===== config.mk =====
export PLATFORM = sky130hd
export DESIGN_NAME = crank_pickup_conditioner
export DESIGN_NICKNAME = d
export VERILOG_FILES = /design/src/crank_pickup_pkg.sv /design/src/tach_pulse_divider.sv /design/src/crank_pickup_conditioner.sv
export VERILOG_INCLUDE_DIRS = /design/src
export SDC_FILE = /design/constraint.sdc
export NUM_CORES = 1
export LEC_CHECK = 0
export BUFFER_PORTS_ARGS = -buffer_cell sky130_fd_sc_hd__buf_2
export CAP_MARGIN = 20
export CELL_PAD_IN_SITES_DETAIL_PLACEMENT = 0
export CELL_PAD_IN_SITES_GLOBAL_PLACEMENT = 1
export CORE_MARGIN = 8
export CORE_UTILIZATION = 47
export DETAILED_ROUTE_END_ITERATION = 12
export GPL_TIMING_DRIVEN = 0
export PLACE_DENSITY_LB_ADDON = 0.1
export SLEW_MARGIN = 20
export SYNTH_ARGS = -nofsm -noshare
export SYNTH_HDL_FRONTEND = slang
export SYNTH_SLANG_ARGS = --single-unit

===== constraint.sdc =====
create_clock -name MCLK -period 4.3 [get_ports MCLK]
set_input_delay 0.43 -clock MCLK [delete_from_list [all_inputs] [get_ports MCLK]]
set_output_delay 0.43 -clock MCLK [all_outputs]
set_load 0.05 [all_outputs]

===== src/crank_pickup_params.svh =====
// constants of the crank pickup conditioner: field positions, reset values, timing
// assumes inclusion by bare name from the design files
`ifndef CRANK_PICKUP_PARAMS_SVH
`define CRANK_PICKUP_PARAMS_SVH

// field positions inside a manual parameter set
`define CPC_THR_MSB 7
`define CPC_THR_LSB 4
`define CPC_BLK_MSB 3
`define CPC_BLK_LSB 0

// reset values, and the all-zero cranking set value that selects the running set
`define CPC_PARAM_RESET 8'h50
`define CPC_THR_DEFAULT 4'h5
`define CPC_BLK_DEFAULT 4'h0
`define CPC_CRANK_ZERO 8'h00

// highest comparator threshold code, used on a zero crossing in automatic mode
`define CPC_THR_MAX 4'hF

// blanking step is 1/32 of the reference pulse per code step
`define CPC_BLANK_SHIFT 5

// decay interval per threshold step is (mantissa + base) shifted by exponent, plus one, clock cycles
`define CPC_MANT_BASE 12'h010
`define CPC_DECAY_W 12

`endif


===== src/crank_pickup_pkg.sv =====
// types shared by the crank pickup conditioner files
// assumes nothing beyond a SystemVerilog compiler
package crank_pickup_pkg;

  // one manual parameter set: threshold code high nibble, blanking code low nibble
  typedef logic [7:0] param_t;

  // state of the automatic threshold decay
  typedef enum logic [0:0] {DECAY_IDLE, DECAY_RUN} decay_state_e;

endpackage


===== src/tach_pulse_divider.sv =====
// divider of the conditioned pulse toward the tachometer output
// assumes pulse_in is already synchronous to clk
`timescale 1ns/100ps

module tach_pulse_divider #(
  parameter int DIV_W = 4 // width of the ratio field
) (
  input wire logic clk, // system clock
  input wire logic nrst_n, // synchronous reset, active low
  input wire logic pulse_in, // conditioned pulse
  input wire logic div_en, // divide when high, pass through when low
  input wire logic [DIV_W-1:0] div_ratio, // output toggles every div_ratio+1 rising edges
  output logic pulse_out // tachometer pulse, from a flop
);

  logic prev_q;
  logic prev_d;
  logic out_q;
  logic out_d;
  logic [DIV_W-1:0] cnt_q;
  logic [DIV_W-1:0] cnt_d;

  if (DIV_W < 1)
  begin : g_bad_width
    $error("tach_pulse_divider: DIV_W must be at least 1");
  end

  // next state of the divider
  always_comb
  begin
    prev_d = pulse_in;
    out_d = out_q;
    cnt_d = cnt_q;
    if (!div_en)
    begin
      out_d = pulse_in;
      cnt_d = '0;
    end
    else if (pulse_in && !prev_q)
    begin
      if (cnt_q == div_ratio)
      begin
        cnt_d = '0;
        out_d = ~out_q;
      end
      else
      begin
        cnt_d = cnt_q + 1'b1;
      end
    end
  end

  // divider registers
  always_ff @(posedge clk)
  begin
    if (!nrst_n)
    begin
      prev_q <= 1'b0;
      out_q <= 1'b0;
      cnt_q <= '0;
    end
    else
    begin
      prev_q <= prev_d;
      out_q <= out_d;
      cnt_q <= cnt_d;
    end
  end

  assign pulse_out = out_q;
endmodule


===== src/crank_pickup_conditioner.sv =====
// digital control of the crank wheel pickup conditioner: parameter set choice,
// automatic threshold decay, one-shot blanking and tachometer division
// assumes the analog comparators sit outside and their outputs arrive asynchronously
// Functional notes
// - the conditioned pulse output carries the digitised tooth wheel signal as an angle clock.
// - the pickup may be differential or single-ended, the latter grounding the negative input.
// - the comparator threshold is a 4-bit code from the parameter set in effect.
// - the threshold code is the upper nibble of both the cranking and running sets.
// - codes map to sixteen rising levels up to the top one, and the code after reset is 0101.
// - two parameter sets, cranking and running, each hold a threshold and a blanking code.
// - an all-zero cranking set makes the running set take effect.
// - a nonzero cranking set supplies both threshold and blanking.
// - a one-shot blanking stage holds the output still while it is active.
// - blanking length is a percentage of the last high pulse, or the low one when selected.
// - the conditioned pulse may be divided onto the tachometer output.
// - the threshold may instead be adjusted automatically from the signal amplitude.
// - the blanking code in the low nibble gives zero at 0000 and 3.125 percent per step.
// - in automatic mode each zero crossing jumps to the top threshold, then decays at a set rate.
`timescale 1ns/100ps
`include "crank_pickup_params.svh"

module crank_pickup_conditioner #(
  parameter int CNT_W = 16, // width of the pulse-width and blanking counters
  parameter int DIV_W = 4 // width of the tachometer ratio
) (
  input wire logic MCLK, // 20 MHz clock
  input wire logic NRST, // synchronous reset, active low
  input wire logic PICKUP_CMP, // threshold comparator of pickup_in_pos against pickup_in_neg, async
  input wire logic PICKUP_ZERO, // zero-crossing comparator of the pickup, async
  input wire logic [7:0] RUN_PARAM, // running set: threshold and blanking codes
  input wire logic [7:0] CRANK_PARAM, // cranking set, all zero means unused
  input wire logic AUTO_MODE, // automatic threshold decay enable
  input wire logic [3:0] DECAY_MANT, // decay mantissa
  input wire logic [2:0] DECAY_EXP, // decay exponent
  input wire logic REF_LOW_SEL, // measure low pulse instead of high pulse
  input wire logic SINGLE_ENDED_SEL, // single-ended sensor connection
  input wire logic TACH_DIV_EN, // divide toward the tachometer output
  input wire logic [DIV_W-1:0] TACH_DIV_RATIO, // tachometer ratio
  output logic [3:0] THRESH_CODE, // code to the threshold converter
  output logic NEG_GND_EN, // grounds the negative pickup input
  output logic CRANK_SET_ACTIVE, // cranking set in effect
  output logic BLANK_ACTIVE, // one-shot blanking running
  output logic CONDITIONED_PULSE_OUT, // conditioned_pulse_out to the host
  output logic TACH_PULSE_OUT // tach_pulse_out
);

  // ****************************************************************
  // declarations and decode
  // ****************************************************************
  logic cmp_m_q, cmp_s_q, zc_m_q, zc_s_q, zc_p_q;
  logic zc_evt;
  crank_pickup_pkg::param_t sel_q, sel_d;
  logic crank_q, crank_d, neg_q, neg_d;
  logic [3:0] sel_thr, run_thr, crank_thr;
  crank_pickup_pkg::decay_state_e decay_st_q, decay_st_d;
  logic [3:0] auto_thr_q, auto_thr_d, thr_q, thr_d;
  logic [`CPC_DECAY_W-1:0] decay_cnt_q, decay_cnt_d, decay_len;
  logic out_q, out_d, blank_act_q, blank_act_d, ref_lvl;
  logic [CNT_W-1:0] blank_cnt_q, blank_cnt_d, run_cnt_q, run_cnt_d;
  logic [CNT_W-1:0] width_q, width_d, blank_len_q, blank_len_d;
  logic [CNT_W+3:0] prod;

  if (CNT_W < 6 || CNT_W > 30)
  begin : g_bad_cnt
    $error("crank_pickup_conditioner: CNT_W must lie in 6..30");
  end

  // threshold code field of a parameter set
  // threshold in upper nibble
  function automatic logic [3:0] thr_of(input crank_pickup_pkg::param_t p);
    thr_of = p[`CPC_THR_MSB:`CPC_THR_LSB];
  endfunction

  // blanking code field of a parameter set
  function automatic logic [3:0] blk_of(input crank_pickup_pkg::param_t p);
    blk_of = p[`CPC_BLK_MSB:`CPC_BLK_LSB];
  endfunction

  assign sel_thr = thr_of(sel_q);
  assign run_thr = thr_of(RUN_PARAM);
  assign crank_thr = thr_of(CRANK_PARAM);
  assign zc_evt = zc_s_q & ~zc_p_q;
  assign decay_len = (`CPC_MANT_BASE + {8'h00, DECAY_MANT}) << DECAY_EXP;

  // ****************************************************************
  // input synchronisers
  // ****************************************************************
  // two flops per async comparator, edge detect on the second stage only
  always_ff @(posedge MCLK)
  begin
    if (!NRST)
    begin
      cmp_m_q <= 1'b0;
      cmp_s_q <= 1'b0;
      zc_m_q <= 1'b0;
      zc_s_q <= 1'b0;
      zc_p_q <= 1'b0;
    end
    else
    begin
      cmp_m_q <= PICKUP_CMP;
      cmp_s_q <= cmp_m_q;
      zc_m_q <= PICKUP_ZERO;
      zc_s_q <= zc_m_q;
      zc_p_q <= zc_s_q;
    end
  end

  // ****************************************************************
  // parameter set selection and threshold
  // ****************************************************************
  // choice of set, automatic decay and the threshold code
  always_comb
  begin
    // zero cranking set selects running set
    crank_d = (CRANK_PARAM != `CPC_CRANK_ZERO);
    sel_d = crank_d ? CRANK_PARAM : RUN_PARAM;
    neg_d = SINGLE_ENDED_SEL;
    auto_thr_d = auto_thr_q;
    decay_cnt_d = decay_cnt_q;
    decay_st_d = decay_st_q;
    if (!AUTO_MODE)
    begin
      decay_st_d = crank_pickup_pkg::DECAY_IDLE;
      auto_thr_d = sel_thr;
    end
    else if (zc_evt)
    begin
      decay_st_d = crank_pickup_pkg::DECAY_RUN;
      auto_thr_d = `CPC_THR_MAX;
      decay_cnt_d = decay_len;
    end
    else
    begin
      unique case (decay_st_q)
        crank_pickup_pkg::DECAY_IDLE:
        begin
          auto_thr_d = sel_thr;
        end
        crank_pickup_pkg::DECAY_RUN:
        begin
          if (auto_thr_q <= sel_thr)
          begin
            auto_thr_d = sel_thr;
            decay_st_d = crank_pickup_pkg::DECAY_IDLE;
          end
          else if (decay_cnt_q == '0)
          begin
            auto_thr_d = auto_thr_q - 4'h1;
            decay_cnt_d = decay_len;
          end
          else
          begin
            decay_cnt_d = decay_cnt_q - 1'b1;
          end
        end
      endcase
    end
    thr_d = AUTO_MODE ? auto_thr_q : sel_thr;
  end

  always_ff @(posedge MCLK)
  begin
    if (!NRST)
    begin
      sel_q <= `CPC_PARAM_RESET;
      crank_q <= 1'b0;
      neg_q <= 1'b0;
      decay_st_q <= crank_pickup_pkg::DECAY_IDLE;
      auto_thr_q <= `CPC_THR_DEFAULT;
      decay_cnt_q <= '0;
      thr_q <= `CPC_THR_DEFAULT;
    end
    else
    begin
      sel_q <= sel_d;
      crank_q <= crank_d;
      neg_q <= neg_d;
      decay_st_q <= decay_st_d;
      auto_thr_q <= auto_thr_d;
      decay_cnt_q <= decay_cnt_d;
      thr_q <= thr_d;
    end
  end

  // ****************************************************************
  // pulse measurement and one-shot blanking
  // ****************************************************************
  // output follows the comparator outside blanking; widths feed the next blanking time
  always_comb
  begin
    ref_lvl = ~REF_LOW_SEL;
    out_d = out_q;
    blank_cnt_d = blank_cnt_q;
    if (blank_cnt_q != '0)
    begin
      blank_cnt_d = blank_cnt_q - 1'b1;
    end
    else if (cmp_s_q != out_q)
    begin
      out_d = cmp_s_q;
      blank_cnt_d = blank_len_q;
    end
    blank_act_d = (blank_cnt_d != '0);
    // width of high or low reference pulse
    // count reference pulse in clock cycles
    run_cnt_d = '0;
    if (out_q == ref_lvl)
    begin
      run_cnt_d = (run_cnt_q == '1) ? run_cnt_q : run_cnt_q + 1'b1;
    end
    width_d = width_q;
    if (out_q == ref_lvl && out_d != ref_lvl)
    begin
      // take the count with this last reference cycle included
      width_d = run_cnt_d;
    end
    // blanking code from the set in effect
    prod = {4'h0, width_q} * {{CNT_W{1'b0}}, blk_of(sel_q)};
    blank_len_d = {1'b0, prod[CNT_W+3:`CPC_BLANK_SHIFT]};
  end

  // pulse registers
  always_ff @(posedge MCLK)
  begin
    if (!NRST)
    begin
      out_q <= 1'b0;
      blank_cnt_q <= '0;
      blank_act_q <= 1'b0;
      run_cnt_q <= '0;
      width_q <= '0;
      blank_len_q <= '0;
    end
    else
    begin
      out_q <= out_d;
      blank_cnt_q <= blank_cnt_d;
      blank_act_q <= blank_act_d;
      run_cnt_q <= run_cnt_d;
      width_q <= width_d;
      blank_len_q <= blank_len_d;
    end
  end

  // ****************************************************************
  // tachometer divider and outputs
  // ****************************************************************
  // divided pulse toward tachometer
  tach_pulse_divider #(
    .DIV_W(DIV_W)
  ) u_tach (
    .clk(MCLK),
    .nrst_n(NRST),
    .pulse_in(out_q),
    .div_en(TACH_DIV_EN),
    .div_ratio(TACH_DIV_RATIO),
    .pulse_out(TACH_PULSE_OUT)
  );

  // outputs straight from flops
  assign THRESH_CODE = thr_q;
  assign NEG_GND_EN = neg_q;
  assign CRANK_SET_ACTIVE = crank_q;
  assign BLANK_ACTIVE = blank_act_q;
  assign CONDITIONED_PULSE_OUT = out_q;
endmodule


### After elaboration in Yosys (flattened, before gate mapping)

Cells that the tools add are included.

| storage, ports and cells | value |
|---|---|
| register bits after elaboration | 108 |
| memories kept | 0 |
| latch bits | 0 |
| RAM bits | 0 |
| bits of input ports | 35 |
| bits in read-only memories | 0 |
| output and inout port bits | 9 |

| cells by class | value |
|---|---|
| add/sub/neg operators | 6 |
| bitwise logic cells | 5 |
| reduce and logical (&&, ||, !) cells | 12 |
| div/mod/pow operators | 0 |
| magnitude comparators | 1 |
| equal/unequal tests | 9 |
| muxes and demuxes | 24 |
| shift-type cells | 1 |
| multipliers | 1 |

Operators with widths:

| kind | number |
|---|---|
| two-way mux 16 bit | 4 |
| two-way mux 12 bit | 4 |
| nonzero test 16 bit | 2 |
| two-way mux 4 bit | 6 |
| multiplier 16 x 4 -> 20 bit | 1 |
| adder 16 x 1 -> 16 bit, second input constant | 1 |
| equality test 16 bit, second input constant | 1 |
| subtractor 16 x 1 -> 16 bit, second input constant | 1 |
| logical NOT 12 bit | 1 |
| << shifter 6 x 3 -> 12 bit | 1 |
| subtractor 12 x 1 -> 12 bit, second input constant | 1 |
| two-way mux 1 bit | 8 |
| two-way mux 8 bit | 1 |
| one-hot mux 4 bit (2 select lines) | 1 |
| nonzero test 8 bit | 1 |
| adder 5 x 4 -> 6 bit, first input constant | 1 |
| AND reduction 2 bit | 3 |
| inequality test 5 x 3 -> 1 bit, second input constant | 1 |
| adder 4 x 1 -> 4 bit, second input constant | 1 |
| equality test 4 bit | 1 |
| <= comparator 4 bit | 1 |
| inequality test 2 x 1 -> 1 bit, second input constant | 2 |
| NOT 1 bit | 4 |
| subtractor 4 x 1 -> 4 bit, second input constant | 1 |
| other kinds (8) | 10 |

### Depth between registers and ports, before layout

| depth | value |
|---|---|
| word-level depth | 6 |
| gate-level depth with buffers | 14 |
| depth with buffers taken out | 13 |

### By module

From an unflattened synthesis, not the netlist that was laid out.

| second synthesis, totals | value |
|---|---|
| cells, all modules | 828 |
| area total of the unflattened synthesis | 6845.3 µm² |

Modules (own cells, without submodules):

| module | cells an instance | times used | area each (µm²) |
|---|---|---|---|
| crank_pickup_conditioner | 796 | 1 | 6528.8 |
| tach_pulse_divider | 32 | 1 | 316.6 |

### Least setup slack after synthesis

No wires, ideal clock.

| timing path | value |
|---|---|
| kind | reg-to-reg |
| start | register sel_q[3] |
| end | register blank_len_q[14] |
| arrival time | 3.670 ns |
| slack | 0.490 ns |
| required time | 4.159 ns |
| stages on the path, launching flop included | 15 |
| setup time | 0.141 ns |
| cells stage by stage | dfxtp_1 clkbuf_1 and2_1 fa_1 inv_1 fa_1 inv_1 ha_1 and4_1 and2_1 a211oi_2 o221ai_1 a41oi_1 mux2i_1 o311ai_0 |

| on the way | value |
|---|---|
| word-level cells in the longest chain between the ends | 1 |

RTL lines:

| element | line | text |
|---|---|---|
| start: declaration | crank_pickup_conditioner.sv:52 | `crank_pickup_pkg::param_t sel_q, sel_d;` |
| start signal: assignment | crank_pickup_conditioner.sv:166 | `` sel_q <= `CPC_PARAM_RESET; `` |
| start signal: assignment | crank_pickup_conditioner.sv:176 | `sel_q <= sel_d;` |
| multiplier 16 x 4 -> 20 bit | crank_pickup_conditioner.sv:219 | `prod = {4'h0, width_q} * {{CNT_W{1'b0}}, blk_of(sel_q)};` |
| end signal: assignment | crank_pickup_conditioner.sv:242 | `blank_len_q <= blank_len_d;` |
| end: declaration | crank_pickup_conditioner.sv:60 | `logic [CNT_W-1:0] width_q, width_d, blank_len_q, blank_len_d;` |

No other way between the ends.
A chain may end at the register's enable or synchronous reset.

### Worst setup path after layout

| timing path | value |
|---|---|
| start | register sel_q[1] |
| end | register blank_len_q[12] |

The elaborated chain is that of the path after synthesis.

==> reports/results.ini <==
[timing]
hold_viol = 0
clock.fmax_mhz = 247
finalSetupViolCount = 0
fin_skew_ns = 0.0111
rsz0062_at_grt = false
period_needed_ns = 4.05
relSlewSlack_pct = 30.2
fin_hold_ws_ns = 0.276
final-max-slew-violation-count = 0
setup-tns-final_ns = 0
fin_crit_sh_pct = 94.1
worst_pin_slew_ns = 1.04

[placement]
port_buffers = 42
placed_area_um2 = 7100
gp_congestion = 0.875
dp_hpwl_mm = 13.2

[synth]
yosysWarnings = 0
synth_area_um2 = 6670
synthFlopType = dfxtp_1
synth_nets = 890
ys_async_sr_fraction_pct = 0
synth_area_per_cell_um2 = 8.39
synth_edf_count = 0
yosysSeqAreaShare_pct = 32.1
synth_seq_cells = 107
yosysUniqueCellTypes = 69
synth_cells = 795

[floorplanning]
dieArea_um2 = 18300
core_area_um2 = 13900
boundaryPins = 44
die_y_um = 135
rows = 43
die_width_um = 135
start_util_pct = 48.0

[setup_path]
critPathKind = reg -> reg
required_ns = 4.55
reg2reg_from = sel_q[1]$_SDFF_PN0_
worst-path-max-fanout = 10
r2r-end = blank_len_q[12]$_SDFF_PN0_
critPathLaunch = sel_q[1]$_SDFF_PN0_
rr_worst_depth = 14
crit_path_end_kind = register
cp_data_arrival_time_ns = 4.29
reg2reg_slack_ns = 0.25
start_kind = register

[cts]
cts_buffer_depth = 2
clock_latency_ns = 0.36
cts_sinks = 107
cts_root_buffer = clkbuf_16
cts-buffers-inserted = 9
cts_tree = built
clkSlewWorstSetupHoldPaths_ns = 0.08
cts-htree-levels = 3

[cells_and_area]
drive_gt1_share_pct = 9.52
final_util_pct = 53.5
layout_commonest_cell = dfxtp_1
layout-area-overhead-vs-synth_pct = 11.3
num_antenna_cells = 0
final_cell_area_um2 = 7420
final_nets = 941
layout_common_cells = dfxtp_1, nand2_1, inv_1

[min_path]
min_to = NEG_GND_EN$_SDFF_PN0_
hold_path_class = in -> reg
min_from = SINGLE_ENDED_SEL
min_path_cells = 2

[route]
routed_wirelength_mm = 16.7
postRouteAntennaNets = 0
wl_per_cell_um = 16.2
drtIter0Drc = 424
dr.pass1.iters = 5
viasPerCell = 5.54
vias = 5711
drc = 0

[global_routing]
grt-ovfl-total = 0
grt_pass1_wl_mm = 27.8
grt_usage_pct = 18.8
grt_max_degree = 19
grt_pass1_vias = 5656
antenna_found_initial = 0

[status]
outcome = finished, final reports clean

[power_and_ir_drop]
p_leak_nw = 3.20
powerDensity_nw_per_um2 = 380
ir_drop_v = 0.000308

[job]
max_cap_violations = 0

per-stage QoR:
step                      cells  setup slack [ns]  total power [mW]
after global routing       1031            0.0331              2.98
after floorplan             795             0.490              1.78
final                      1031             0.254              2.82
after CTS                  1033            0.0562              2.84
after global placement     1017           -0.0142              1.97
after detailed placement   1017           -0.0517              1.98
cell usage after synthesis, drive strengths merged, types with 5 or more instances:
library cell	number	area, um^2
a21o	6	45.0
a21oi	42	210
a31oi	9	56.3
and2	56	350
and3	9	56.3
buf	9	55.1
clkbuf	25	93.8
dfxtp	107	2140
fa	27	541
ha	33	413
inv	69	259
mux2i	14	140
nand2	76	290
nand2b	5	31.3
nand3	34	170
nand4	11	68.8
nor2	66	248
nor2b	5	31.3
nor3	23	120
nor4	11	118
o211ai	6	45.0
o21a	6	45.0
o21ai	28	140
o22ai	5	31.3
o31ai	12	90.1
xnor2	20	175
xor2	16	140
how the worst max path moves through the flow:
| stage | end | slack, ns | depth (start not counted) |
|---|---|---|---|
| floorplan | blank_len_q[14]$_SDFF_PN0_ | 0.49 | 14 |
| global placement | blank_len_q[14]$_SDFF_PN0_ | -0.01 | 14 |
| detailed placement | blank_len_q[14]$_SDFF_PN0_ | -0.05 | 14 |
| CTS | blank_len_q[12]$_SDFF_PN0_ | 0.06 | 14 |
| global route | blank_len_q[14]$_SDFF_PN0_ | 0.03 | 13 |
| finish | blank_len_q[12]$_SDFF_PN0_ | 0.25 | 14 |
registers in the layout, summed over array words and instances (netlist names), 4 cells and up:
name and count:
auto_thr_q 4, sel_q 8, run_cnt_q 16, THRESH_CODE 4, blank_cnt_q 16, width_q 16, decay_cnt_q 12, blank_len_q 15
u_tach.cnt_q 4
kinds of logic after synthesis:
logic type,Yosys count,share of synthesized area (%)
adders and majority gates,60,14.3
xor gates and xnor gates,36,4.73
buffers and inverters,103,6.12
DFF,107,32.1
AOI/OAI and AO/OA,154,15.3
muxes,17,2.61
and+or+nand+nor,318,24.8
layout make-up:
class | count | area [um^2]
fillers | 1348 | 6460
multi-input cells | 585 | 4140
flip-flops and latches | 107 | 2140
inverters | 69 | 259
clock buffers | 9 | 225
well taps | 180 | 225
repair buffers | 42 | 210
plain buffers | 32 | 143
clock inverters | 7 | 75.1
routing by layer:
metal / vias up / global-route usage [%] / share of wire, %
li1: 2855 / - / -
met1: 2731 / 23.5 / 46
met2: 109 / 32.1 / 48
met3: 16 / 3.64 / 4.1
met4: 0 / 5.68 / 1.6
met5: - / 0 / 0
worst max-delay path: stages, from the launching register on:
cell and delay, ns:
dfxtp_1 0.40, clkbuf_2 0.24, and2_1 0.20, fa_1 0.49
inv_1 0.06, fa_1 0.53, inv_1 0.04, ha_1 0.34
and4_1 0.22, and2_1 0.18, a211oi_4 0.33, o221ai_2 0.20
a21o_1 0.23, a211o_1 0.29, and3_1 0.18
what timing repair did:
item | CTS | global route
gates resized for setup | 2 | 3
pin swaps | 0 | 0
setup buffers | 0 | 0
endpoints found under the setup margin | 1 | 2
hold buffers | 0 | 0
report_power, final:
group | internal, mW | switching (mW)
Combinational | 0.342 | 0.481
Clock | 0.457 | 0.391
Sequential | 1.06 | 0.0833
No activity file was read; power rests on OpenSTA's default activity.
